[config.mk]
export PLATFORM = sky130hd
export DESIGN_NAME = ispa_top
export DESIGN_NICKNAME = d
export VERILOG_FILES = /design/src/hdl/ispa_word.v /design/src/hdl/ispa_ptr.v /design/src/hdl/ispa_top.v
export VERILOG_INCLUDE_DIRS = /design/src /design/src/hdl
export SDC_FILE = /design/constraint.sdc
export NUM_CORES = 1
export LEC_CHECK = 0
export ABC_AREA = 1
export BUFFER_PORTS_ARGS = -buffer_cell sky130_fd_sc_hd__buf_2
export CAP_MARGIN = 10
export CORE_MARGIN = 2
export CORE_UTILIZATION = 39
export DETAILED_ROUTE_END_ITERATION = 8
export GPL_TIMING_DRIVEN = 0
export PLACE_DENSITY = 0.71
export SLEW_MARGIN = 40
export SYNTH_ARGS = -nofsm -noshare
export SYNTH_HDL_FRONTEND = slang
export SYNTH_SLANG_ARGS = --single-unit
[constraint.sdc]
create_clock -name clk -period 2.2 [get_ports clk]
set_input_delay 0.22 -clock clk [delete_from_list [all_inputs] [get_ports clk]]
set_output_delay 0.22 -clock clk [all_outputs]
set_load 0.005 [all_outputs]
[src/hdl/ispa_regs.vh]
// Constants of the peripheral byte space: pointer offsets, fields and reset values.
`ifndef ISPA_REGS_VH
`define ISPA_REGS_VH

// Word base pointers of the mapped registers in the 256-byte space.
`define ISPA_PTR_WADDR 8'h00
`define ISPA_PTR_WDATA 8'h04
`define ISPA_PTR_RADDR 8'h10
`define ISPA_PTR_RDATA 8'h14
`define ISPA_PTR_ACC_STAT 8'h20
`define ISPA_PTR_ACC_CTRL 8'h24
`define ISPA_PTR_SUMMARY 8'h80
`define ISPA_PTR_ENABLES 8'h84
`define ISPA_PTR_MBOX_OUT 8'h90
`define ISPA_PTR_MBOX_IN 8'h94

// Special byte pointers that change the pointer walk, start bus cycles or move the mailbox full flags.
`define ISPA_PTR_WDATA_MSB 8'h07
`define ISPA_PTR_RDATA_MSB 8'h17
`define ISPA_PTR_MBOX_OUT_MSB 8'h93
`define ISPA_PTR_MBOX_IN_MSB 8'h97
`define ISPA_PTR_LAST 8'hFF
`define ISPA_PTR_FIRST 8'h00
`define ISPA_PTR_STEP 8'h01

// Reset values.
`define ISPA_RST_WORD 32'h0000_0000
`define ISPA_RST_BYTE 8'h00
`define ISPA_UNMAPPED_BYTE 8'h00

// Field positions inside the external access status word.
`define ISPA_AS_ALERT 0
`define ISPA_AS_IN_FULL 1
`define ISPA_AS_OUT_FULL 2
`define ISPA_AS_PTR_LSB 8

// Byte lane layout of a 32-bit register and the word alignment mask.
`define ISPA_LANES 4
`define ISPA_LANE_ONE 4'h1
`define ISPA_LANE_NONE 4'h0
`define ISPA_ALIGN_MASK 32'hFFFF_FFFC

`endif

[src/hdl/ispa_word.v]
// A 32-bit register written one byte lane at a time or loaded as a whole word.
`timescale 1ns/100ps
`include "ispa_regs.vh"

module ispa_word (
  input wire clk,
  input wire rst,
  input wire [3:0] lane_we,
  input wire [7:0] byte_in,
  input wire word_we,
  input wire [31:0] word_in,
  output wire [31:0] q
);

  reg [31:0] word;

  assign q = word;

  // Each lane takes its byte; a whole-word load wins over a lane write.
  genvar g;
  generate
    for (g = 0; g < `ISPA_LANES; g = g + 1) begin : lane
      always @(posedge clk) begin
        if (rst) begin
          word[g*8 +: 8] <= `ISPA_RST_BYTE;
        end else if (word_we) begin
          word[g*8 +: 8] <= word_in[g*8 +: 8];
        end else if (lane_we[g]) begin
          word[g*8 +: 8] <= byte_in;
        end
      end
    end
  endgenerate

endmodule

[src/hdl/ispa_ptr.v]
// The byte pointer of the peripheral space and its walk after every byte.
`timescale 1ns/100ps
`include "ispa_regs.vh"

module ispa_ptr (
  input wire clk,
  input wire rst,
  input wire load,
  input wire [7:0] load_value,
  input wire step,
  input wire step_write,
  output reg [7:0] ptr
);

  reg [7:0] next_ptr;

  // Next pointer after one byte; top bytes of the data windows fold back.
  always @* begin
    next_ptr = ptr + `ISPA_PTR_STEP;
    if (step_write && ptr == `ISPA_PTR_WDATA_MSB) begin
      next_ptr = `ISPA_PTR_WDATA;
    end else if (!step_write && ptr == `ISPA_PTR_RDATA_MSB) begin
      next_ptr = `ISPA_PTR_RDATA;
    end else if (ptr == `ISPA_PTR_LAST) begin
      next_ptr = `ISPA_PTR_FIRST;
    end
  end

  // A pointer byte from the master wins over a step in the same cycle.
  always @(posedge clk) begin
    if (rst) begin
      ptr <= `ISPA_PTR_FIRST;
    end else if (load) begin
      ptr <= load_value;
    end else if (step) begin
      ptr <= next_ptr;
    end
  end

endmodule

[src/hdl/ispa_top.v]
// Peripheral byte space behind the serial slave port, with indirect register-bus access.
//
// Contract
// - Bytes 0x00-0x03 hold aligned indirect write address.
// - Bytes 0x04-0x07 data; top byte launches bus write.
// - After writing 0x07 pointer returns to 0x04.
// - Reading 0x07 is plain; pointer goes 0x08.
// - Bytes 0x10-0x13 hold aligned indirect read address.
// - Reading 0x14 fetches word first, then returns byte.
// - After reading 0x17 pointer returns to 0x14.
// - Writing 0x17 does nothing; pointer goes 0x18.
// - Unmapped ranges are read-only.
// - Bytes 0x20-0x23 show access, mailbox, alert status.
// - Bytes 0x24-0x27 hold indirect access control.
// - Bytes 0x80-0x83 show internal status summary.
// - Enables at 0x84-0x87 gate summary bits onto alert.
// - Outbound mailbox 0x90-0x93 loaded inside, read outside.
// - Inbound mailbox 0x94-0x97 written by external master.
// - Pointer advances by one after all other bytes.
// - Unmapped reads give zero; writes only advance.
// - Lowest pointer selects least significant byte.
// - Hold serial clock low during pending bus access.
`timescale 1ns/100ps
`include "ispa_regs.vh"

module ispa_top (
  input wire clk,
  input wire rst,
  input wire ptr_load,
  input wire [7:0] ptr_value,
  input wire wr_stb,
  input wire [7:0] wr_byte,
  input wire rd_stb,
  output reg [7:0] rd_byte,
  output reg xfer_done,
  output reg scl_hold,
  output reg bus_req,
  output reg bus_we,
  output reg [31:0] bus_addr,
  output reg [31:0] bus_wdata,
  input wire bus_ack,
  input wire [31:0] bus_rdata,
  input wire [31:0] status_in,
  input wire mbox_out_load,
  input wire [31:0] mbox_out_value,
  input wire mbox_in_clear,
  output reg [31:0] inbound_mailbox,
  output reg mbox_in_full,
  output reg [31:0] access_control,
  output reg alert_flag,
  output reg [7:0] byte_pointer
);

  // Sequencer states: waiting for a byte, or waiting on the register bus.
  localparam [1:0] ST_IDLE = 2'b00;
  localparam [1:0] ST_WR_BUS = 2'b01;
  localparam [1:0] ST_RD_BUS = 2'b10;

  reg [1:0] state;
  reg [31:0] status_summary;
  reg [31:0] outbound_mailbox;
  reg [31:0] indirect_read_data;
  reg mbox_out_full;
  reg [31:0] external_access_status;
  reg [7:0] read_byte;
  reg ptr_step;
  reg ptr_step_write;

  wire [7:0] ptr;
  wire [31:0] indirect_write_address;
  wire [31:0] indirect_write_data;
  wire [31:0] indirect_read_address;
  wire [31:0] control_word;
  wire [31:0] status_alert_enables;
  wire [31:0] inbound_word;
  wire idle;
  wire byte_write;
  wire byte_read;
  wire [31:0] assembled_word;

  // Lane mask of the byte at pointer p inside the word based at base.
  function [3:0] ispa_lanes;
    input [7:0] p;
    input [7:0] base;
    begin
      if (p[7:2] == base[7:2]) begin
        ispa_lanes = `ISPA_LANE_ONE << p[1:0];
      end else begin
        ispa_lanes = `ISPA_LANE_NONE;
      end
    end
  endfunction

  // Byte of a word picked by the low pointer bits, least significant first.
  function [7:0] ispa_pick;
    input [31:0] w;
    input [1:0] lane;
    begin
      ispa_pick = w[lane*8 +: 8];
    end
  endfunction

  // True when pointer p falls in the word based at base.
  function ispa_hit;
    input [7:0] p;
    input [7:0] base;
    begin
      ispa_hit = (ispa_lanes(p, base) != `ISPA_LANE_NONE);
    end
  endfunction

  // Bytes are only accepted while no bus access is pending.
  assign idle = (state == ST_IDLE);
  assign byte_write = idle && wr_stb && !ptr_load;
  assign byte_read = idle && rd_stb && !ptr_load && !wr_stb;

  // The word as it will stand once the arriving top byte is in place.
  assign assembled_word = {wr_byte, indirect_write_data[23:0]};

  // Pointer register and its walk.
  ispa_ptr u_ptr (
    .clk(clk),
    .rst(rst),
    .load(ptr_load),
    .load_value(ptr_value),
    .step(ptr_step),
    .step_write(ptr_step_write),
    .ptr(ptr)
  );

  // Indirect write address, written byte by byte.
  ispa_word u_waddr (
    .clk(clk),
    .rst(rst),
    .lane_we(byte_write ? ispa_lanes(ptr, `ISPA_PTR_WADDR) : `ISPA_LANE_NONE),
    .byte_in(wr_byte),
    .word_we(1'b0),
    .word_in(`ISPA_RST_WORD),
    .q(indirect_write_address)
  );

  // Indirect write data holding register.
  ispa_word u_wdata (
    .clk(clk),
    .rst(rst),
    .lane_we(byte_write ? ispa_lanes(ptr, `ISPA_PTR_WDATA) : `ISPA_LANE_NONE),
    .byte_in(wr_byte),
    .word_we(1'b0),
    .word_in(`ISPA_RST_WORD),
    .q(indirect_write_data)
  );

  // Indirect read address, written byte by byte.
  ispa_word u_raddr (
    .clk(clk),
    .rst(rst),
    .lane_we(byte_write ? ispa_lanes(ptr, `ISPA_PTR_RADDR) : `ISPA_LANE_NONE),
    .byte_in(wr_byte),
    .word_we(1'b0),
    .word_in(`ISPA_RST_WORD),
    .q(indirect_read_address)
  );

  // Control word steering the indirect accesses.
  ispa_word u_ctrl (
    .clk(clk),
    .rst(rst),
    .lane_we(byte_write ? ispa_lanes(ptr, `ISPA_PTR_ACC_CTRL) : `ISPA_LANE_NONE),
    .byte_in(wr_byte),
    .word_we(1'b0),
    .word_in(`ISPA_RST_WORD),
    .q(control_word)
  );

  // Per-bit enables of the status summary onto the alert flag.
  ispa_word u_enables (
    .clk(clk),
    .rst(rst),
    .lane_we(byte_write ? ispa_lanes(ptr, `ISPA_PTR_ENABLES) : `ISPA_LANE_NONE),
    .byte_in(wr_byte),
    .word_we(1'b0),
    .word_in(`ISPA_RST_WORD),
    .q(status_alert_enables)
  );

  // Inbound mailbox, filled by the external master.
  ispa_word u_mbox_in (
    .clk(clk),
    .rst(rst),
    .lane_we(byte_write ? ispa_lanes(ptr, `ISPA_PTR_MBOX_IN) : `ISPA_LANE_NONE),
    .byte_in(wr_byte),
    .word_we(1'b0),
    .word_in(`ISPA_RST_WORD),
    .q(inbound_word)
  );

  // Status word seen by the master: flags and the current pointer.
  always @* begin
    external_access_status = `ISPA_RST_WORD;
    external_access_status[`ISPA_AS_ALERT] = alert_flag;
    external_access_status[`ISPA_AS_IN_FULL] = mbox_in_full;
    external_access_status[`ISPA_AS_OUT_FULL] = mbox_out_full;
    external_access_status[`ISPA_AS_PTR_LSB +: 8] = ptr;
  end

  // Read multiplexer; every byte outside a mapped word reads as zero.
  always @* begin
    read_byte = `ISPA_UNMAPPED_BYTE;
    if (ispa_hit(ptr, `ISPA_PTR_WADDR)) begin
      read_byte = ispa_pick(indirect_write_address, ptr[1:0]);
    end else if (ispa_hit(ptr, `ISPA_PTR_WDATA)) begin
      read_byte = ispa_pick(indirect_write_data, ptr[1:0]);
    end else if (ispa_hit(ptr, `ISPA_PTR_RADDR)) begin
      read_byte = ispa_pick(indirect_read_address, ptr[1:0]);
    end else if (ispa_hit(ptr, `ISPA_PTR_RDATA)) begin
      read_byte = ispa_pick(indirect_read_data, ptr[1:0]);
    end else if (ispa_hit(ptr, `ISPA_PTR_ACC_STAT)) begin
      read_byte = ispa_pick(external_access_status, ptr[1:0]);
    end else if (ispa_hit(ptr, `ISPA_PTR_ACC_CTRL)) begin
      read_byte = ispa_pick(control_word, ptr[1:0]);
    end else if (ispa_hit(ptr, `ISPA_PTR_SUMMARY)) begin
      read_byte = ispa_pick(status_summary, ptr[1:0]);
    end else if (ispa_hit(ptr, `ISPA_PTR_ENABLES)) begin
      read_byte = ispa_pick(status_alert_enables, ptr[1:0]);
    end else if (ispa_hit(ptr, `ISPA_PTR_MBOX_OUT)) begin
      read_byte = ispa_pick(outbound_mailbox, ptr[1:0]);
    end else if (ispa_hit(ptr, `ISPA_PTR_MBOX_IN)) begin
      read_byte = ispa_pick(inbound_word, ptr[1:0]);
    end
  end

  // Pointer step: after a plain byte at once, after a bus access on its ack.
  always @* begin
    ptr_step = 1'b0;
    ptr_step_write = 1'b0;
    if (byte_write && ptr != `ISPA_PTR_WDATA_MSB) begin
      ptr_step = 1'b1;
      ptr_step_write = 1'b1;
    end else if (byte_read && ptr != `ISPA_PTR_RDATA) begin
      ptr_step = 1'b1;
    end else if (state == ST_WR_BUS && bus_ack) begin
      ptr_step = 1'b1;
      ptr_step_write = 1'b1;
    end else if (state == ST_RD_BUS && bus_ack) begin
      ptr_step = 1'b1;
    end
  end

  // Sequencer for byte answers and register-bus cycles.
  always @(posedge clk) begin
    if (rst) begin
      state <= ST_IDLE;
      rd_byte <= `ISPA_RST_BYTE;
      xfer_done <= 1'b0;
      scl_hold <= 1'b0;
      bus_req <= 1'b0;
      bus_we <= 1'b0;
      bus_addr <= `ISPA_RST_WORD;
      bus_wdata <= `ISPA_RST_WORD;
      indirect_read_data <= `ISPA_RST_WORD;
    end else begin
      xfer_done <= 1'b0;
      case (state)
        ST_IDLE: begin
          if (byte_write && ptr == `ISPA_PTR_WDATA_MSB) begin
            bus_req <= 1'b1;
            bus_we <= 1'b1;
            bus_addr <= indirect_write_address & `ISPA_ALIGN_MASK;
            bus_wdata <= assembled_word;
            scl_hold <= 1'b1;
            state <= ST_WR_BUS;
          end else if (byte_read && ptr == `ISPA_PTR_RDATA) begin
            bus_req <= 1'b1;
            bus_we <= 1'b0;
            bus_addr <= indirect_read_address & `ISPA_ALIGN_MASK;
            scl_hold <= 1'b1;
            state <= ST_RD_BUS;
          end else if (byte_read) begin
            rd_byte <= read_byte;
            xfer_done <= 1'b1;
          end else if (byte_write) begin
            xfer_done <= 1'b1;
          end
        end
        ST_WR_BUS: begin
          if (bus_ack) begin
            bus_req <= 1'b0;
            bus_we <= 1'b0;
            scl_hold <= 1'b0;
            xfer_done <= 1'b1;
            state <= ST_IDLE;
          end
        end
        ST_RD_BUS: begin
          if (bus_ack) begin
            indirect_read_data <= bus_rdata;
            rd_byte <= bus_rdata[7:0];
            bus_req <= 1'b0;
            scl_hold <= 1'b0;
            xfer_done <= 1'b1;
            state <= ST_IDLE;
          end
        end
        default: begin
          bus_req <= 1'b0;
          scl_hold <= 1'b0;
          state <= ST_IDLE;
        end
      endcase
    end
  end

  // Summary sampling, alert gating and the outbound mailbox.
  always @(posedge clk) begin
    if (rst) begin
      status_summary <= `ISPA_RST_WORD;
      alert_flag <= 1'b0;
      outbound_mailbox <= `ISPA_RST_WORD;
    end else begin
      status_summary <= status_in;
      alert_flag <= |(status_summary & status_alert_enables);
      if (mbox_out_load) begin
        outbound_mailbox <= mbox_out_value;
      end
    end
  end

  // Mailbox full flags; a set in the same cycle as a clear wins.
  always @(posedge clk) begin
    if (rst) begin
      mbox_out_full <= 1'b0;
      mbox_in_full <= 1'b0;
    end else begin
      if (mbox_out_load) begin
        mbox_out_full <= 1'b1;
      end else if (byte_read && ptr == `ISPA_PTR_MBOX_OUT_MSB) begin
        mbox_out_full <= 1'b0;
      end
      if (byte_write && ptr == `ISPA_PTR_MBOX_IN_MSB) begin
        mbox_in_full <= 1'b1;
      end else if (mbox_in_clear) begin
        mbox_in_full <= 1'b0;
      end
    end
  end

  // Registered copies of state shown to the rest of the device.
  always @(posedge clk) begin
    if (rst) begin
      inbound_mailbox <= `ISPA_RST_WORD;
      access_control <= `ISPA_RST_WORD;
      byte_pointer <= `ISPA_PTR_FIRST;
    end else begin
      inbound_mailbox <= inbound_word;
      access_control <= control_word;
      byte_pointer <= ptr;
    end
  end

endmodule

; ---- Word-level counts from Yosys, hierarchy flattened
; Index checks and enable logic that the tools add are counted.
[op_classes]
add_sub_neg = 1
n_eq_ne = 26
shifts = 11
mux = 111
bitwise_logic = 1
n_reduce_logical = 44
[ops]
columns = operator, count
row1 = $shiftx 32x6->8, 10
row2 = $mux 4, 61
row3 = $mux 8, 19
row4 = $mux 32, 2
row5 = $reduce_bool 4->1, 10
row6 = $and 32x32->32, 1
row7 = $reduce_or 32->1, 1
row8 = $eq 6x6->1 const B, 4
row9 = $eq 8x8->1 const B, 3
row10 = $mux 1, 21
row11 = $eq 8x5->1 const B, 2
row12 = $pmux 8 s2, 1
row13 = $logic_and 1x1->1, 15
row14 = $eq 6x3->1 const B, 2
row15 = $eq 6x4->1 const B, 2
row16 = $reduce_bool 2->1, 6
row17 = $add 8x1->8 const B, 1
row18 = $eq 8x3->1 const B, 1
row19 = $ne 2x2->1 const B, 4
row20 = $ne 8x3->1 const B, 1
row21 = $ne 8x5->1 const B, 1
row22 = $reduce_and 2->1, 4
row23 = $eq 6x1->1 const B, 1
row24 = $logic_not 6->1, 1
row25 = other kinds (13), 20
[totals]
reg_bits = 448
inputBits = 120
out_inout_bits = 150

; ---- Longest topological paths before layout
[depth]
ltp_word = 71
mapped_depth = 17

; ---- Cells and area by module
; From an unflattened synthesis, not the netlist that was laid out.
[unflattened]
hier_cells = 3200
area_unflattened_um2 = 21115.3
[by_module_without_submodules]
columns = mod, instances, cells_each, area_each_um2, seq_area_each_um2
row1 = ispa_top, 1, 1655, 11011.8, 4924.7
row2 = ispa_word, 6, 244, 1591.5, 640.6
row3 = ispa_ptr, 1, 81, 554.3, 160.2

; ---- Worst setup path after synthesis
; OpenSTA, ideal clock, no wires.
[synth_timing]
path_kind = flip-flop to flip-flop
startpoint = register u_ptr.ptr[1]
endpoint = register rd_byte[1]
setup_ns = 0.070
arrival_ns = 2.374
path_slack_ns = -0.245
stages_incl_launch_ff = 18
cell_sequence = dfxtp_1 > buf_2 > inv_2 > buf_2 > clkbuf_1 > ha_1 > nor2_1 > nand2_1 > nand2_1 > nor2_1 > nand2_1 > nand3_1 > nor2_1 > nand3_1 > nand2_1 > nand4_1 > nand2_1 > a21oi_1
[synth_between]
elab_chain_cells = 26
word_cells_on_any_way = 97
cone_classes = eq/ne: 4 / shift: 11 / mux: 69 / reduce/logical: 13
[synth_rtl]
columns = element, line_no
row1 = "start, declared", ispa_ptr.v:12  ; output reg [7:0] ptr
row2 = "start signal, assigned", ispa_ptr.v:32  ; ptr <= `ISPA_PTR_FIRST;
row3 = "start signal, assigned", ispa_ptr.v:34  ; ptr <= load_value;
row4 = "start signal, assigned", ispa_ptr.v:36  ; ptr <= next_ptr;
row5 = $shl 1x2->4 (no line), n/a
row6 = $mux 4, ispa_top.v:86  ; if (p[7:2] == base[7:2]) begin
row7 = $mux 4, ispa_top.v:225  ; end else if (ispa_hit(ptr, `ISPA_PTR_MBOX_OUT)) begin
row8 = $mux 4, ispa_top.v:223  ; end else if (ispa_hit(ptr, `ISPA_PTR_ENABLES)) begin
row9 = $mux 4, ispa_top.v:221  ; end else if (ispa_hit(ptr, `ISPA_PTR_SUMMARY)) begin
row10 = $mux 4, ispa_top.v:219  ; end else if (ispa_hit(ptr, `ISPA_PTR_ACC_CTRL)) begin
row11 = $mux 4, ispa_top.v:217  ; end else if (ispa_hit(ptr, `ISPA_PTR_ACC_STAT)) begin
row12 = $mux 4, ispa_top.v:215  ; end else if (ispa_hit(ptr, `ISPA_PTR_RDATA)) begin
row13 = (+10 left out), n/a
row14 = $mux 8, ispa_top.v:215
row15 = $mux 8, ispa_top.v:213  ; end else if (ispa_hit(ptr, `ISPA_PTR_RADDR)) begin
row16 = $mux 8, ispa_top.v:211  ; end else if (ispa_hit(ptr, `ISPA_PTR_WDATA)) begin
row17 = $mux 8, ispa_top.v:209  ; if (ispa_hit(ptr, `ISPA_PTR_WADDR)) begin
row18 = $mux 8, ispa_top.v:278  ; end else if (byte_read) begin
row19 = $mux 8, ispa_top.v:272  ; end else if (byte_read && ptr == `ISPA_PTR_RDATA) begin
row20 = $mux 8, ispa_top.v:265  ; if (byte_write && ptr == `ISPA_PTR_WDATA_MSB) begin
row21 = $pmux 8 s2, ispa_top.v:263  ; case (state)
row22 = "end signal, assigned", ispa_top.v:253  ; rd_byte <= `ISPA_RST_BYTE;
row23 = "end signal, assigned", ispa_top.v:279  ; rd_byte <= read_byte;
row24 = "end signal, assigned", ispa_top.v:297  ; rd_byte <= bus_rdata[7:0];
row25 = "end, declared", ispa_top.v:34  ; output reg [7:0] rd_byte,
; Parallel ways exist; a longest one is shown, timed or not. The select of a mux whose other input is x is not followed.
; A chain may end at the register's enable or synchronous reset.

; ---- Worst setup path in the final report
[layout_timing]
startpoint = register u_ptr.ptr[0]
endpoint = register rd_byte[5]
; Same word-level chain as after synthesis.

==> results.sh <==
export IMPL_reg2reg_slack_ns=-0.34
export IMPL_vias=20100
export IMPL_clk_latency_ns=0.59
export IMPL_io_pin_count=270
export IMPL_async_reset_ff_frac=0
export IMPL_status="finished with violations"
export IMPL_grt_pass1_wl_um=118000
export IMPL_fin_crit_sh=1.15
export IMPL_clock_sinks=446
export IMPL_violations="negative setup slack"
export IMPL_crit_type="flop to flop"
export IMPL_cp_slowest_stage_delay_ns=0.59
export IMPL_fin_nets=3027
export IMPL_clk_pin_slew_ns=0.07
export IMPL_syn_area_per_cell_um2=7.55
export IMPL_routed_wl_um=81600
export IMPL_drv_slew=0
export IMPL_final_cells=3541
export IMPL_relSlewSlack=0.433
export IMPL_start_util=0.395
export IMPL_finalSetupViolations=15
export IMPL_startpoint_type="flop"
export IMPL_worstPathCellList="buf_4 -> clkbuf_1 -> o21ai_0 -> nand3_1 -> nand4_1 -> nand2_1 -> nand4_1 -> nand2_1 -> a21oi_1"
export IMPL_core_area_mm2=0.0466
export IMPL_dp_hpwl_um=58600
export IMPL_drv_cap=0
export IMPL_synthToLayoutAreaGrowth_pct=30.6
export IMPL_syn_area_mm2=0.0184
export IMPL_ant_nets=0
export IMPL_final_hold_viol_count=0
export IMPL_die_w_um=221
export IMPL_num_rows=79
export IMPL_routabilityCongestion=0.996
export IMPL_powerDensity_mw_per_mm2=804
export IMPL_grtUsageTotal=0.318
export IMPL_final_cell_area_mm2=0.0240
export IMPL_critPathCaptureType="flop"
export IMPL_place_area_mm2=0.0205
export IMPL_dieArea_mm2=0.0489
export IMPL_leakage_nw=10.2
export IMPL_diodes=0
export IMPL_synth_edf_count=0
export IMPL_ys_seq_area_frac=0.486
export IMPL_root_buffer="clkbuf_16"
export IMPL_rr_startpoint="u_ptr.ptr[0]"
export IMPL_rsz0062_at_grt="true"
export IMPL_io_buffers=265
export IMPL_synth_seq_cells=446
export IMPL_critPathArrivalTime_ns=2.98
export IMPL_setup_ws_ns=-0.339
export IMPL_grt_start_max_net_pins=17
export IMPL_post_route_drc_count=0
export IMPL_h_tree_depth=2
export IMPL_dp_cells=3308
export IMPL_cts_tree="done"
export IMPL_fin_util=0.515
export IMPL_critPathRequiredTime_ns=2.65
export IMPL_numCtsBuffers=46
export IMPL_antenna_found_initial=1
export IMPL_crit_start="u_ptr.ptr[0]"
export IMPL_ys_warn_count=0
export IMPL_yosysUniqueCellTypes=42
export IMPL_timing_fmax_mhz=394
export IMPL_period_minus_slack_ns=2.54
export IMPL_grt_ovfl_total=0
export IMPL_skew_ns=0.0186
export IMPL_synth_top_flop_cell="dfxtp_1"
export IMPL_crit_slowest_cell="clkbuf_1"
export IMPL_drt_vias_per_instance=5.67
export IMPL_min_from="wr_byte[2]"
export IMPL_grt_pass1_vias=18800
export IMPL_irDropWorstVdd_mv=0.642
export IMPL_clockBufferDepth=3
export IMPL_die_height_um=221
export IMPL_drt_iter0_drc=2691
export IMPL_netlist_instances=2434
export IMPL_drive_gt1_frac=0.206
export IMPL_hp_class="primary input to flop"
export IMPL_drt_wirelength_per_cell_um=23.0
export IMPL_firstDrtPassIters=8
export IMPL_worst_path_max_fanout=10
export IMPL_worst_pin_slew_ns=0.850
timing repair:
| item | in CTS | in global routing |
|---|---|---|
| gates resized for setup | 99 | 63 |
| gates cloned | 0 | 1 |
| pin swaps | 29 | 27 |
| hold buffers | 107 | 0 |
| setup endpoints to repair | 253 | 232 |
| buffers inserted | 24 | 22 |
| endpoints found under the hold margin | 109 | 0 |
report_power, final:
group	total [mW]	leakage, nW	switching, mW	internal (mW)
combinational	2.77	5.83	1.90	0.873
clock	8.12	0.749	3.42	4.70
sequential	8.41	3.62	0.145	8.27
total	19.3	10.2	5.47	13.8
worst paths after layout:
| path | endpoint | depth (start not counted) |
|---|---|---|
| max | rd_byte[5] | 9 |
| max reg2reg | rd_byte[5] | 9 |
| min | bus_wdata[26] | 3 |
| min reg2reg | access_control[15] | 2 |
Yosys cell counts, types with 17 or more instances:
| cell | count | area share |
|---|---|---|
| o22ai_1 | 21 | 0.0072 |
| a21oi_1 | 186 | 0.051 |
| a211oi_1 | 104 | 0.042 |
| inv_1 | 187 | 0.038 |
| buf_2 | 42 | 0.011 |
| dfxtp_1 | 446 | 0.49 |
| nand2_1 | 330 | 0.067 |
| clkbuf_1 | 119 | 0.024 |
| nor2_1 | 449 | 0.092 |
| o21ai_0 | 289 | 0.079 |
| a31oi_1 | 40 | 0.014 |
| nand4_1 | 17 | 0.0058 |
| nand3_1 | 61 | 0.017 |
layout make-up:
type	instances	area [um^2]
Inverter	206	803
Clock buffer	60	1270
Multi-Input combinational cell	1605	8190
Buffer	175	997
Tap cell	607	759
Fill cell	4368	22600
Sequential cell	446	8940
Timing Repair Buffer	419	2770
Clock inverter	23	272
cell families (layout without fill, tap and decap cells):
group                      Yosys count  count (layout)  share of synthesized area
DFF                                446             446                      0.486
adders and majority gates            8               8                    0.00545
buffers and inverters              385             883                     0.0851
and+or+nand+nor                    900             901                      0.206
AOI/OAI and AO/OA                  692             692                      0.217
other                                1               2                   0.000204
xor gates and xnor gates             2               2                   0.000954
per-layer routing:
| layer | share of wire | vias up | GRT usage |
|---|---|---|---|
| li1 | - | 9005 | - |
| met1 | 0.40 | 9414 | 0.420 |
| met2 | 0.43 | 1374 | 0.485 |
| met3 | 0.12 | 295 | 0.0843 |
| met4 | 0.053 | 2 | 0.148 |
| met5 | 0.00022 | - | 0 |
cell usage in the layout, fill, tap and decap left out, types with 5 or more instances in the layout:
cell type / instances
nor3_4: 16
clkbuf_4: 5
a21oi_1: 184
inv_1: 184
clkbuf_8: 5
a211oi_2: 12
nand3_2: 7
nor2_1: 430
nand2_2: 7
buf_4: 65
clkbuf_2: 41
a31oi_1: 40
o21ai_0: 286
clkinv_2: 8
a221oi_1: 6
nand4_1: 17
nand3_1: 55
o221ai_1: 6
o21ai_1: 14
clkbuf_1: 79
o22ai_1: 21
buf_2: 287
clkinvlp_4: 5
a211oi_1: 102
buf_6: 11
o211ai_1: 11
clkbuf_16: 50
dfxtp_1: 442
nand2_1: 322
clkinv_4: 5
inv_2: 14
nor2_4: 22
bufinv_16: 5
dlygate4sd3_1: 107
nor2_2: 13
per-stage QoR:
| stage | setup WS (ns) | hold slack (ns) | power (mW) | TNS (ns) |
|---|---|---|---|---|
| 6_report | -0.339 | 0.0385 | 19.3 | -1.60 |
| 5_1_grt | -0.314 | 0.0453 | 19.8 | -3.17 |
| 4_1_cts | -0.191 | 0.0108 | 19.1 | -0.782 |
| 3_5_place_dp | -1.18 | 0.430 | 10.8 | -123.70 |
| 3_3_place_gp | -1.15 | 0.426 | 10.8 | -121.47 |
| 2_1_floorplan | 0.0211 | 0.327 | 9.81 | 0 |
critical path: cells and delay by family (launching register included):
kind	cells	cell delay (ns)
simple gates	5	0.88
compound gates	2	0.35
flops	1	0.39
buf+inv	2	0.76
(Power assumes the default switching activity.)
